$ cat src/shared/rfte_pkg.sv
// Constants shared by the receive filter and transmit enable control block
package rfte_pkg;
	// Bus geometry
	localparam int          ADDR_W          = 16;
	localparam int          DATA_W          = 32;
	localparam int          SEL_W           = 4;
	// Register byte addresses
	localparam logic [15:0] ADDR_TX_CTRL    = 16'h0400;
	localparam logic [15:0] ADDR_TX_STATUS  = 16'h0408;
	localparam logic [15:0] ADDR_RX_FILTER  = 16'h5008;
	// Reset values
	localparam logic [31:0] TX_CTRL_RST     = 32'h0000_0000;
	localparam logic [15:0] RX_FILTER_RST   = 16'h0000;
	// Transmit control fields
	localparam int          TXC_EN_BIT      = 1;
	// Receive filter control fields
	localparam int          RXF_STORE_W     = 16;
	localparam int          RXF_ISCSI_OFF   = 0;
	localparam int          RXF_WC_LO       = 1;
	localparam int          RXF_WC_HI       = 5;
	localparam int          RXF_NFSW_OFF    = 6;
	localparam int          RXF_NFSR_OFF    = 7;
	localparam int          RXF_VER_LO      = 8;
	localparam int          RXF_VER_HI      = 9;
	localparam int          RXF_V6_FILT_OFF = 10;
	localparam int          RXF_V6_CSUM_OFF = 11;
	localparam int          RXF_ACK_INT_OFF = 12;
	localparam int          RXF_ACK_PAY_OFF = 13;
	localparam int          RXF_FRAG_OFF    = 14;
	localparam int          RXF_EXT_STAT_ON = 15;
	// File protocol version codes
	localparam logic [1:0]  FILE_PROTOCOL_VERSION_2       = 2'h0;
	localparam logic [1:0]  FILE_PROTOCOL_VERSION_3       = 2'h1;
	localparam logic [1:0]  FILE_PROTOCOL_VERSION_4       = 2'h2;
	localparam logic [1:0]  FILE_PROTOCOL_VERSION_RSVD    = 2'h3;
	// Transmit status fields
	localparam int          TXS_FRAME_BIT   = 0;
	localparam int          TXS_QUEUED_BIT  = 1;
	localparam int          TXS_OUT_BIT     = 2;
	// Transmit FIFO shape
	localparam int          FIFO_DEPTH      = 32;
	localparam int          FIFO_W          = 33;

	typedef enum logic {
		TX_IDLE,
		TX_FRAME
	} rfte_tx_state_t;
endpackage

$ cat src/verilog/rfte_fifo.sv
// Transmit FIFO with registered read data and registered input ready
module rfte_fifo #(
	parameter int WIDTH = 33,
	parameter int DEPTH = 32
) (
	input  wire logic             clk_i,
	input  wire logic             rst_i,
	input  wire logic [WIDTH-1:0] in_data_i,
	input  wire logic             in_valid_i,
	output logic                  in_ready_o,
	output logic      [WIDTH-1:0] out_data_o,
	output logic                  out_valid_o,
	input  wire logic             out_ready_i
);
	localparam int PW = $clog2(DEPTH);

	logic [WIDTH-1:0] mem_reg [DEPTH];
	logic [PW-1:0]    wr_ptr_reg;
	logic [PW-1:0]    rd_ptr_reg;
	logic [PW:0]      count_reg;
	logic [PW:0]      count_next;
	logic             in_ready_reg;
	logic             out_valid_reg;
	logic [WIDTH-1:0] out_data_reg;
	logic             push;
	logic             load;

	// Memory words move to the output register when it is empty or being drained
	assign push = in_valid_i & in_ready_reg;
	assign load = (count_reg != '0) & (~out_valid_reg | out_ready_i);
	assign count_next = count_reg + {{PW{1'b0}}, push} - {{PW{1'b0}}, load};

	// Storage array, no reset needed
	always_ff @(posedge clk_i) begin
		if (push) begin
			mem_reg[wr_ptr_reg] <= in_data_i;
		end
	end

	// Pointers, occupancy and a registered ready so the source sees no long path
	always_ff @(posedge clk_i) begin
		if (rst_i) begin
			wr_ptr_reg   <= '0;
			rd_ptr_reg   <= '0;
			count_reg    <= '0;
			in_ready_reg <= 1'b0;
		end else begin
			wr_ptr_reg   <= wr_ptr_reg + PW'(push);
			rd_ptr_reg   <= rd_ptr_reg + PW'(load);
			count_reg    <= count_next;
			in_ready_reg <= count_next < (PW+1)'(DEPTH);
		end
	end

	// Output register holds one more word beyond the array
	always_ff @(posedge clk_i) begin
		if (rst_i) begin
			out_valid_reg <= 1'b0;
			out_data_reg  <= '0;
		end else if (load) begin
			out_valid_reg <= 1'b1;
			out_data_reg  <= mem_reg[rd_ptr_reg];
		end else if (out_ready_i) begin
			out_valid_reg <= 1'b0;
		end
	end

	assign in_ready_o  = in_ready_reg;
	assign out_valid_o = out_valid_reg;
	assign out_data_o  = out_data_reg;
endmodule

$ cat src/verilog/rfte_ctrl.sv
// Receive filter control and transmit enable control with Wishbone registers
// What this block does
// RL1 - Storage-target filter-off bit stops iSCSI recognition
// RL2 - Bits 5:1 give iSCSI header word count
// RL3 - Bit 6 stops file write header recognition
// RL4 - Bit 7 stops file read header recognition
// RL5 - Bits 9:8 select file protocol version
// RL6 - Bit 10 disables next-gen IP filtering
// RL7 - Bit 11 disables next-gen IP checksum
// RL8 - Bit 12 stops accelerated ACK interrupt
// RL9 - Bit 13 relaxes ACK classification to flag
// RL10 - Bit 14 stops header split on fragments
// RL11 - Extended status when bit 15 or split
// RL12 - Unparsed file packet counts as iSCSI; the block does this only for bits 6/7, not for a reserved version
// RL13 - Software writes zero to bits 31:16
// RL14 - Transmit enable bit 1 enables transmitter
// RL15 - Clearing enable finishes current packet, then stops
// RL16 - Queued FIFO data kept, resumes on enable
// RL17 - Software adds reset to flush FIFO
// RL18 - Bit 2 reads zero; write zeros
module rfte_ctrl
	import rfte_pkg::*;
(
	input  wire logic              clk_i,
	input  wire logic              rst_i,
	// Wishbone classic slave
	input  wire logic              wb_cyc_i,
	input  wire logic              wb_stb_i,
	input  wire logic              wb_we_i,
	input  wire logic [ADDR_W-1:0] wb_adr_i,
	input  wire logic [SEL_W-1:0]  wb_sel_i,
	input  wire logic [DATA_W-1:0] wb_dat_i,
	output logic      [DATA_W-1:0] wb_dat_o,
	output logic                   wb_ack_o,
	// Receive packet facts from the parser, one pulse per packet
	input  wire logic              rx_pkt_valid_i,
	input  wire logic              rx_is_iscsi_i,
	input  wire logic              rx_is_nfs_write_i,
	input  wire logic              rx_is_nfs_read_i,
	input  wire logic              rx_is_ipv6_i,
	input  wire logic              rx_tcp_ack_flag_i,
	input  wire logic              rx_tcp_no_payload_i,
	input  wire logic              rx_is_ip_frag_i,
	input  wire logic              rx_split_desc_i,
	// Receive decisions
	output logic                   rx_result_valid_o,
	output logic                   rx_iscsi_match_o,
	output logic      [4:0]        rx_hdr_words_o,
	output logic                   rx_nfs_write_match_o,
	output logic                   rx_nfs_read_match_o,
	output logic      [1:0]        rx_nfs_version_o,
	output logic                   rx_ipv6_filter_o,
	output logic                   rx_csum_en_o,
	output logic                   rx_ack_o,
	output logic                   rx_ack_int_o,
	output logic                   rx_hdr_split_o,
	output logic                   rx_ext_status_o,
	// Transmit stream into the FIFO
	input  wire logic [DATA_W-1:0] tx_in_data_i,
	input  wire logic              tx_in_last_i,
	input  wire logic              tx_in_valid_i,
	output logic                   tx_in_ready_o,
	// Transmit stream toward the MAC
	output logic      [DATA_W-1:0] tx_out_data_o,
	output logic                   tx_out_last_o,
	output logic                   tx_out_valid_o,
	input  wire logic              tx_out_ready_i
);
	logic                   tx_en_reg;
	logic [RXF_STORE_W-1:0] rx_filt_reg;
	logic                   ack_reg;
	logic [DATA_W-1:0]      rdata_reg;
	logic [DATA_W-1:0]      rdata_next;
	logic                   wb_req;
	logic                   wb_wr;
	logic [DATA_W-1:0]      wmask;
	rfte_tx_state_t         tx_state_reg;
	logic                   out_valid_reg;
	logic [DATA_W-1:0]      out_data_reg;
	logic                   out_last_reg;
	logic                   fifo_ready;
	logic [FIFO_W-1:0]      fifo_out;
	logic                   fifo_valid;
	logic                   tx_gate;
	logic                   tx_pop;

	// A request is served once; ack drops in the next cycle so cycles stay apart
	assign wb_req = wb_cyc_i & wb_stb_i & ~ack_reg;
	// Writes land at the edge where the master sees ack, while it still holds the request
	assign wb_wr  = wb_cyc_i & wb_stb_i & wb_we_i & ack_reg;

	// Byte enables become a bit mask for writes
	genvar gi;
	for (gi = 0; gi < SEL_W; gi++) begin : g_mask
		assign wmask[gi*8 +: 8] = {8{wb_sel_i[gi]}};
	end

	// Bus acknowledge, one cycle after the request is seen
	always_ff @(posedge clk_i) begin
		if (rst_i) begin
			ack_reg <= 1'b0;
		end else begin
			ack_reg <= wb_req;
		end
	end

	// Transmit enable; only bit 1 is storage, neighbours stay zero
	always_ff @(posedge clk_i) begin
		if (rst_i) begin
			tx_en_reg <= TX_CTRL_RST[TXC_EN_BIT];
		end else if (wb_wr & (wb_adr_i == ADDR_TX_CTRL) & wmask[TXC_EN_BIT]) begin
			tx_en_reg <= wb_dat_i[TXC_EN_BIT]; // [RL14]
		end
	end

	// Receive filter control; the upper half is not stored, so it reads zero
	always_ff @(posedge clk_i) begin
		if (rst_i) begin
			rx_filt_reg <= RX_FILTER_RST;
		end else if (wb_wr & (wb_adr_i == ADDR_RX_FILTER)) begin
			rx_filt_reg <= (rx_filt_reg & ~wmask[RXF_STORE_W-1:0])
				| (wb_dat_i[RXF_STORE_W-1:0] & wmask[RXF_STORE_W-1:0]);
		end
	end

	// Read mux; unmapped addresses answer with zero data
	always_comb begin
		rdata_next = '0;
		unique case (wb_adr_i)
			ADDR_TX_CTRL: begin
				rdata_next[TXC_EN_BIT] = tx_en_reg; // [RL18]
			end
			ADDR_TX_STATUS: begin
				rdata_next[TXS_FRAME_BIT]  = (tx_state_reg == TX_FRAME);
				rdata_next[TXS_QUEUED_BIT] = fifo_valid;
				rdata_next[TXS_OUT_BIT]    = out_valid_reg;
			end
			ADDR_RX_FILTER: begin
				rdata_next[RXF_STORE_W-1:0] = rx_filt_reg;
			end
			default: begin
				rdata_next = '0;
			end
		endcase
	end

	// Read data register; cleared outside reads so the bus is quiet
	always_ff @(posedge clk_i) begin
		if (rst_i) begin
			rdata_reg <= '0;
		end else if (wb_req & ~wb_we_i) begin
			rdata_reg <= rdata_next;
		end else begin
			rdata_reg <= '0;
		end
	end

	assign wb_ack_o = ack_reg;
	assign wb_dat_o = rdata_reg;

	// Receive decisions, registered one cycle after the packet pulse
	logic       iscsi_off;
	logic       ver_ok;
	logic       nfs_w_hit;
	logic       nfs_r_hit;
	logic       nfs_as_iscsi;
	logic       ack_hit;
	assign iscsi_off = rx_filt_reg[RXF_ISCSI_OFF];
	// A reserved version leaves file headers unparsed
	assign ver_ok    = rx_filt_reg[RXF_VER_HI:RXF_VER_LO] != FILE_PROTOCOL_VERSION_RSVD; // [RL5]
	assign nfs_w_hit = rx_is_nfs_write_i & ~rx_filt_reg[RXF_NFSW_OFF] & ver_ok; // [RL3]
	assign nfs_r_hit = rx_is_nfs_read_i & ~rx_filt_reg[RXF_NFSR_OFF] & ver_ok; // [RL4]
	// File packets whose parsing is off fall back to storage-target recognition
	assign nfs_as_iscsi = (rx_is_nfs_write_i & rx_filt_reg[RXF_NFSW_OFF])
		| (rx_is_nfs_read_i & rx_filt_reg[RXF_NFSR_OFF]); // [RL12]
	assign ack_hit = rx_tcp_ack_flag_i
		& (rx_filt_reg[RXF_ACK_PAY_OFF] | rx_tcp_no_payload_i); // [RL9]

	always_ff @(posedge clk_i) begin
		if (rst_i) begin
			rx_result_valid_o <= 1'b0;
		end else begin
			rx_result_valid_o <= rx_pkt_valid_i;
		end
	end

	always_ff @(posedge clk_i) begin
		if (rst_i) begin
			rx_iscsi_match_o     <= 1'b0;
			rx_hdr_words_o       <= '0;
			rx_nfs_write_match_o <= 1'b0;
			rx_nfs_read_match_o  <= 1'b0;
			rx_nfs_version_o     <= FILE_PROTOCOL_VERSION_2;
			rx_ipv6_filter_o     <= 1'b0;
			rx_csum_en_o         <= 1'b0;
			rx_ack_o             <= 1'b0;
			rx_ack_int_o         <= 1'b0;
			rx_hdr_split_o       <= 1'b0;
			rx_ext_status_o      <= 1'b0;
		end else if (rx_pkt_valid_i) begin
			rx_iscsi_match_o     <= ~iscsi_off & (rx_is_iscsi_i | nfs_as_iscsi); // [RL1] [RL12]
			rx_hdr_words_o       <= rx_filt_reg[RXF_WC_HI:RXF_WC_LO]; // [RL2]
			rx_nfs_write_match_o <= nfs_w_hit; // [RL3]
			rx_nfs_read_match_o  <= nfs_r_hit; // [RL4]
			rx_nfs_version_o     <= rx_filt_reg[RXF_VER_HI:RXF_VER_LO]; // [RL5]
			rx_ipv6_filter_o     <= rx_is_ipv6_i & ~rx_filt_reg[RXF_V6_FILT_OFF]; // [RL6]
			rx_csum_en_o         <= ~(rx_is_ipv6_i & rx_filt_reg[RXF_V6_CSUM_OFF]); // [RL7]
			rx_ack_o             <= ack_hit; // [RL9]
			rx_ack_int_o         <= ack_hit & ~rx_filt_reg[RXF_ACK_INT_OFF]; // [RL8]
			rx_hdr_split_o       <= rx_split_desc_i
				& ~(rx_is_ip_frag_i & rx_filt_reg[RXF_FRAG_OFF]); // [RL10]
			rx_ext_status_o      <= rx_filt_reg[RXF_EXT_STAT_ON] | rx_split_desc_i; // [RL11]
		end
	end

	// Transmit FIFO; only reset empties it, disabling merely holds it
	rfte_fifo #(
		.WIDTH (FIFO_W),
		.DEPTH (FIFO_DEPTH)
	) i_rfte_fifo (
		.clk_i       (clk_i),
		.rst_i       (rst_i),
		.in_data_i   ({tx_in_last_i, tx_in_data_i}),
		.in_valid_i  (tx_in_valid_i),
		.in_ready_o  (fifo_ready),
		.out_data_o  (fifo_out),
		.out_valid_o (fifo_valid),
		.out_ready_i (tx_pop)
	);
	assign tx_in_ready_o = fifo_ready;

	// Words leave while enabled, or while a started packet is unfinished
	assign tx_gate = tx_en_reg | (tx_state_reg == TX_FRAME); // [RL14] [RL15]
	assign tx_pop  = tx_gate & (~out_valid_reg | tx_out_ready_i); // [RL16]

	// Packet tracker; a frame ends only with its last word
	always_ff @(posedge clk_i) begin
		if (rst_i) begin
			tx_state_reg <= TX_IDLE;
		end else begin
			unique case (tx_state_reg)
				TX_IDLE: begin
					if (tx_pop & fifo_valid & ~fifo_out[DATA_W]) begin
						tx_state_reg <= TX_FRAME;
					end
				end
				TX_FRAME: begin
					if (tx_pop & fifo_valid & fifo_out[DATA_W]) begin
						tx_state_reg <= TX_IDLE; // [RL15]
					end
				end
			endcase
		end
	end

	// Output stage register toward the MAC
	always_ff @(posedge clk_i) begin
		if (rst_i) begin
			out_valid_reg <= 1'b0;
			out_data_reg  <= '0;
			out_last_reg  <= 1'b0;
		end else if (tx_pop & fifo_valid) begin
			out_valid_reg <= 1'b1;
			out_data_reg  <= fifo_out[DATA_W-1:0];
			out_last_reg  <= fifo_out[DATA_W];
		end else if (tx_out_ready_i) begin
			out_valid_reg <= 1'b0;
		end
	end

	assign tx_out_valid_o = out_valid_reg;
	assign tx_out_data_o  = out_data_reg;
	assign tx_out_last_o  = out_last_reg;

	// Checks on the receive decisions
	chk_iscsi_off_kills: assert property (@(posedge clk_i) disable iff (rst_i) // [RL1]
		rx_pkt_valid_i & iscsi_off |=> rx_result_valid_o & ~rx_iscsi_match_o)
		else $error("storage target match while disabled");
	chk_word_count_out: assert property (@(posedge clk_i) disable iff (rst_i) // [RL2]
		rx_pkt_valid_i |=> rx_hdr_words_o == $past(rx_filt_reg[RXF_WC_HI:RXF_WC_LO]))
		else $error("header word count mismatch");
	chk_nfs_write_off: assert property (@(posedge clk_i) disable iff (rst_i) // [RL3]
		rx_pkt_valid_i & rx_filt_reg[RXF_NFSW_OFF] |=> ~rx_nfs_write_match_o)
		else $error("file write match while disabled");
	chk_nfs_read_off: assert property (@(posedge clk_i) disable iff (rst_i) // [RL4]
		rx_pkt_valid_i & rx_filt_reg[RXF_NFSR_OFF] |=> ~rx_nfs_read_match_o)
		else $error("file read match while disabled");
	chk_ipv6_csum_off: assert property (@(posedge clk_i) disable iff (rst_i) // [RL7]
		rx_pkt_valid_i & rx_is_ipv6_i & rx_filt_reg[RXF_V6_CSUM_OFF] |=> ~rx_csum_en_o)
		else $error("checksum on next-gen packet while disabled");
	chk_ack_int_off: assert property (@(posedge clk_i) disable iff (rst_i) // [RL8]
		rx_pkt_valid_i & rx_filt_reg[RXF_ACK_INT_OFF] |=> ~rx_ack_int_o)
		else $error("accelerated ack interrupt while disabled");
	chk_ack_needs_empty: assert property (@(posedge clk_i) disable iff (rst_i) // [RL9]
		rx_pkt_valid_i & rx_tcp_ack_flag_i & ~rx_tcp_no_payload_i
		& ~rx_filt_reg[RXF_ACK_PAY_OFF] |=> ~rx_ack_o)
		else $error("ack with payload classified as ack");
	chk_frag_no_split: assert property (@(posedge clk_i) disable iff (rst_i) // [RL10]
		rx_pkt_valid_i & rx_is_ip_frag_i & rx_filt_reg[RXF_FRAG_OFF] |=> ~rx_hdr_split_o)
		else $error("fragment was split");
	chk_ext_status_on: assert property (@(posedge clk_i) disable iff (rst_i) // [RL11]
		rx_pkt_valid_i & (rx_filt_reg[RXF_EXT_STAT_ON] | rx_split_desc_i) |=> rx_ext_status_o)
		else $error("extended status missing");
	// Checks on transmit gating and register reads
	chk_tx_start_gate: assert property (@(posedge clk_i) disable iff (rst_i) // [RL14]
		$rose(tx_out_valid_o) |-> $past(tx_en_reg) | $past(tx_state_reg == TX_FRAME))
		else $error("word sent while transmitter disabled");
	chk_tx_hold_fifo: assert property (@(posedge clk_i) disable iff (rst_i) // [RL16]
		~tx_en_reg & (tx_state_reg == TX_IDLE) & fifo_valid |=> fifo_valid)
		else $error("queued data lost while disabled");
	chk_transmit_control_reserved: assert property (@(posedge clk_i) disable iff (rst_i) // [RL18]
		wb_req & ~wb_we_i & (wb_adr_i == ADDR_TX_CTRL) |=> wb_ack_o & (wb_dat_o[2:0] == {1'b0,
		$past(tx_en_reg), 1'b0}))
		else $error("transmit control reserved bits not zero");
endmodule

$ cat config.mk
export PLATFORM = sky130hd
export DESIGN_NAME = rfte_ctrl
export DESIGN_NICKNAME = d
export VERILOG_FILES = /design/src/shared/rfte_pkg.sv /design/src/verilog/rfte_fifo.sv /design/src/verilog/rfte_ctrl.sv
export SDC_FILE = /design/constraint.sdc
export NUM_CORES = 1
export LEC_CHECK = 0
export ABC_AREA = 0
export BUFFER_PORTS_ARGS = -buffer_cell sky130_fd_sc_hd__buf_2
export CORE_MARGIN = 5
export CORE_UTILIZATION = 50
export DETAILED_ROUTE_END_ITERATION = 6
export GPL_TIMING_DRIVEN = 0
export MAX_ROUTING_LAYER = met4
export PLACE_DENSITY = 0.68
export SLEW_MARGIN = 20
export SYNTH_ARGS = -nofsm -noshare
export SYNTH_HDL_FRONTEND = slang
export SYNTH_SLANG_ARGS = --single-unit
export TNS_END_PERCENT = 30
$ cat constraint.sdc
create_clock -name clk_i -period 7.6 [get_ports clk_i]
set_input_delay 1.52 -clock clk_i [delete_from_list [all_inputs] [get_ports clk_i]]
set_output_delay 1.52 -clock clk_i [all_outputs]
set_load 0.05 [all_outputs]
### After elaboration in Yosys (flattened, before gate mapping)

Memory sizes are Yosys's and may differ from the RTL's. A register that Yosys moved wholly into a read port is not among the register bits.
Cells that the tools add are included.

* magnitude comparators: 1
* mux-type cells: 12
* $add $sub $neg: 4
* reduce and logical (&&, ||, !) cells: 5
* eq/ne operators: 4
* bitwise operators: 53

Operators with widths (count)
* AND 16 bit: 2
* == test 16 x 11 -> 1 bit, second input constant: 2
* AND 1 bit: 27
* == test 16 x 15 -> 1 bit, second input constant: 1
* inverter 16 bit: 1
* bitwise OR 16 bit: 1
* inverter 1 bit: 15
* adder 5 x 1 -> 5 bit: 2
* 2-to-1 mux 1 bit: 8
* bitwise OR 1 bit: 7
* adder 6 x 1 -> 6 bit: 1
* < comparator 6 bit, second input constant: 1
* case mux 1 bit (2 select lines): 3
* nonzero test 6 bit: 1
* subtractor 6 x 1 -> 6 bit: 1
* nonzero test 2 bit: 2
* case mux 1 bit (3 select lines): 1
* OR reduction 3 bit: 1
* != test 2 bit, second input constant: 1
* OR reduction 2 bit: 1

* bits of input ports: 101
* register bits: 120
* memory bits (writable): 1056
* memories kept: 1
* word-level logic and storage cells: 107

Memory list
* i_rfte_fifo.mem_reg: words 32, width 33, rd ports 1, clocked after Yosys merged registers in 1, write ports 1, line rfte_fifo.sv:17 `logic [WIDTH-1:0] mem_reg [DEPTH];`

### Depth between registers and ports, before layout

* depth in word-level cells: 7
* gate-level depth with buffers: 13

### Cells and area by module

A second synthesis with hierarchy kept.

* cell total of the unflattened synthesis: 2765
* area total of the unflattened synthesis: 46357.0 um^2

By module, submodules not included
* rfte_fifo: area an instance 43043.8 um^2, times used 1, cells an instance 2400
* rfte_ctrl: area an instance 3313.2 um^2, times used 1, cells an instance 365

### Worst setup path before layout

Ideal clock, no wire load.

* kind: input to register
* from: input port tx_in_valid_i
* to: memory i_rfte_fifo.mem_reg[28][0], enable pin
* slack: 3.316 ns
* required time: 7.177 ns
* setup time: 0.423 ns
* stages on the path: 5
* arrival time: 3.861 ns
* cell sequence: and2_1 -> clkbuf_1 -> or3b_2 -> clkbuf_1 -> nor2_1

* longest elaborated chain between the ends: 3

Ends and longest elaborated chain
* from (decl): line rfte_ctrl.sv:61 `input wire logic tx_in_valid_i,`
* AND 1 bit: line rfte_fifo.sv:29 `assign push = in_valid_i & in_ready_reg;`
* 2-to-1 mux 1 bit: line rfte_fifo.sv:35 `if (push) begin`
* 2-to-1 mux 1 bit (not written as such): line rfte_fifo.sv:36 `mem_reg[wr_ptr_reg] <= in_data_i;`
* to (decl): line rfte_fifo.sv:17

No other way between the ends.

### Worst setup path after layout

* from: input port tx_in_valid_i
* to: memory i_rfte_fifo.mem_reg[8][20], enable pin

Same word-level chain as after synthesis.

==> flow_summary.yaml <==
run_status:
  status: "complete, no violations"
drt:
  totalWireLength_mm: 115
  routed_via_density: 6.09
  drc: 0
  ant_nets: 0
  drt_iter0_drc: 2950
  via_count: 24400
  firstDrtPassIters: 7
  post_drt_wl_per_cell_um: 28.6
grt:
  gr-total-overflow: 0
  grt_usage: 0.240
  grt_max_degree: 33
  grt_pass1_vias: 24500
  antenna_found_initial: 3
  grt_first_pass_wirelength_mm: 167
finish:
  nets: 2836
  final_util: 0.585
  final_common_cell: "edfxtp_1"
  syn2layout_area_growth_pct: 16.3
  largest_reg_flops: 1056
  layout_common_cells: "edfxtp_1, mux2i_1, buf_2, mux4_2, dfxtp_1"
  drive_gt1_frac: 0.222
  final_cells: 4002
  fillers: 6518
cts:
  cts_buffer_depth: 3
  holdBufCountCts: 0
  cts_resized: 0
  postCtsSetupBuffers: 0
  h-tree-depth: 3
  cts_buffers: 116
  insertion_delay_ns: 0.69
  clock-root-buffer: "clkbuf_16"
  clock-sinks: 1193
  cts_tree: "yes"
  cts.clk_slew.worst_paths_ns: 0.06
critical_path:
  crit_path_end_kind: "flop"
  arrival_ns: 3.92
  crit_path_start: "tx_in_valid_i"
  worstPathRequired_ns: 7.99
  crit_path_end: "i_rfte_fifo.mem_reg[8][20]"
  r2r_cells: 7
  critical_path_class: "input port to flop"
  reg2reg_to: "i_rfte_fifo.out_data_o[8]"
  critPathLaunchType: "input port"
  reg2reg_slack_ns: 4.18
  worstPathMaxFanout: 20
  reg2reg_from: "i_rfte_fifo.rd_ptr_reg[1]"
floorplan:
  coreArea_sq_um: 89900
  start_util: 0.504
  pin_count: 186
  die_height_um: 311
  die-area_sq_um: 96600
  std_cell_rows: 110
  die_x_um: 311
sta:
  whs_ns: 0.452
  tns_ns: 0
  clock_skew_ns: 0.0287
  max_freq_mhz: 283
  min_period_ns: 3.53
  rsz0062_at_grt: "false"
  worst_pin_slew_ns: 1.13
  period_share: 0.465
  max_slew_margin: 0.247
  hold_viol: 0
  finalSetupViolations: 0
  slew_violations: 0
placed_design:
  placedCellCount: 3780
  place_hpwl_mm: 78.6
  gp_congestion: 0.926
  port_buffers: 150
yosys:
  synth_area_sq_um: 45300
  async_flop_share: 0
  syn_inst: 2397
  synthDistinctLibCells: 50
  yosysWarnings: 0
  ys_seq_elements: 1193
  synth_area_per_cell_sq_um: 18.9
  seq_area_frac_synth: 0.761
  synth_ff_type: "edfxtp_1"
  synth-edff-count: 1056
pwr:
  p_leak_nw: 17.1
  p_total_mw: 15.7
  power_density_nw_per_um2: 299
  ir_drop_uv: 214
hold_path:
  hold_start: "tx_out_data_o[27]"
  hp-class: "flop to flop"
run:
  max_cap_viol_count: 0
## cell usage after synthesis, types with 2 or more instances
library cell,number,share of area
o211ai_1,2,0.00033
mux4_2,165,0.082
a22o_1,2,0.00039
and2_1,14,0.0019
o22ai_1,33,0.0046
o21ai_0,57,0.0063
a32o_1,33,0.0073
o21ai_1,14,0.0015
ha_1,12,0.0033
nor4_1,5,0.00069
a211oi_1,34,0.0056
o221ai_1,33,0.0064
nor2_2,2,0.00028
a21oi_1,80,0.0088
xnor2_1,4,0.00077
nor3b_1,2,0.00033
a221oi_1,34,0.0066
nor3_1,2,0.00022
buf_6,6,0.0015
edfxtp_1,1056,0.70
inv_1,10,0.00083
nand3_1,9,0.0010
nor2b_1,10,0.0014
dfxtp_1,137,0.061
buf_4,39,0.0065
buf_2,25,0.0028
and4_1,3,0.00058
nand3b_1,9,0.0015
nand4b_1,2,0.00039
buf_1,13,0.0011
mux2i_1,256,0.057
clkbuf_1,75,0.0062
nor2_1,79,0.0066
nand2b_1,8,0.0011
nand2_1,112,0.0093
xor2_1,5,0.00097
or3b_2,2,0.00039
## metal layers
layer | GRT usage | share of wire | up-vias
li1 | - | - | 10300
met3 | 0.0438 | 0.085 | 240
met4 | 0.0906 | 0.043 | 0
met5 | - | 0 | -
met2 | 0.380 | 0.48 | 1259
met1 | 0.316 | 0.39 | 12600
## through the flow
| stage | setup slack, ns | area [sq um] |
|---|---|---|
| 6_report | 4.07 | 52600 |
| 5_1_grt | 3.91 | 52600 |
| 4_1_cts | 4.12 | 52600 |
| 3_5_place_dp | 3.38 | 48800 |
| 3_3_place_gp | 1.41 | 47500 |
| 2_1_floorplan | 3.32 | 45300 |
## layout make-up
class	instances	area, sq um	area share
multi-input combinational	1051	10200	0.195
timing repair buffer	192	1770	0.0337
tap	1176	1470	0.0280
inverter	10	37.5	0.000713
clock buffer	160	3210	0.0611
clock inverter	59	596	0.0113
antenna	3	7.51	0.000143
sequential	1193	34500	0.655
buffer	158	816	0.0155
## cells by family (layout without fill, tap and decap cells)
family                   after synthesis  in the layout  synth area share
multiplexers                         422            422             0.139
adder cells (fa/ha/maj)               13             13           0.00376
XOR/XNOR                               9              9           0.00174
AO/OA/AOI/OAI                        327            327            0.0487
flip-flops                          1193           1193             0.761
other                                  1             19         0.0000829
buffers and inverters                168            579            0.0189
AND/OR/NAND/NOR                      264            264            0.0266
## worst min-delay path by stage
| stage | cells after the start | end | slack, ns |
|---|---|---|---|
| final | 2 | tx_out_data_o[27] | 0.45 |
| after global routing | 2 | tx_out_data_o[29] | 0.47 |
| after CTS | 2 | tx_out_data_o[27] | 0.45 |
| after detailed placement | 2 | tx_out_data_o[9] | 0.45 |
| after global placement | 1 | wb_ack_o | 0.44 |
| after floorplan | 2 | tx_out_data_o[0] | 0.43 |
## report_power, final
part | switching, mW | internal, mW | total, mW
Sequential | 0.0753 | 7.26 | 7.33
Clock | 2.39 | 3.32 | 5.71
Combinational | 1.52 | 1.14 | 2.66
## critical path, cell delays in order
cell      delay [ns]
buf_2           0.10
and2_1          0.13
clkbuf_1        0.26
or3b_2          0.47
clkbuf_1        0.42
nor2_4          0.72
buf_12          0.27
Note: power is estimated with default switching activity, not from simulation.
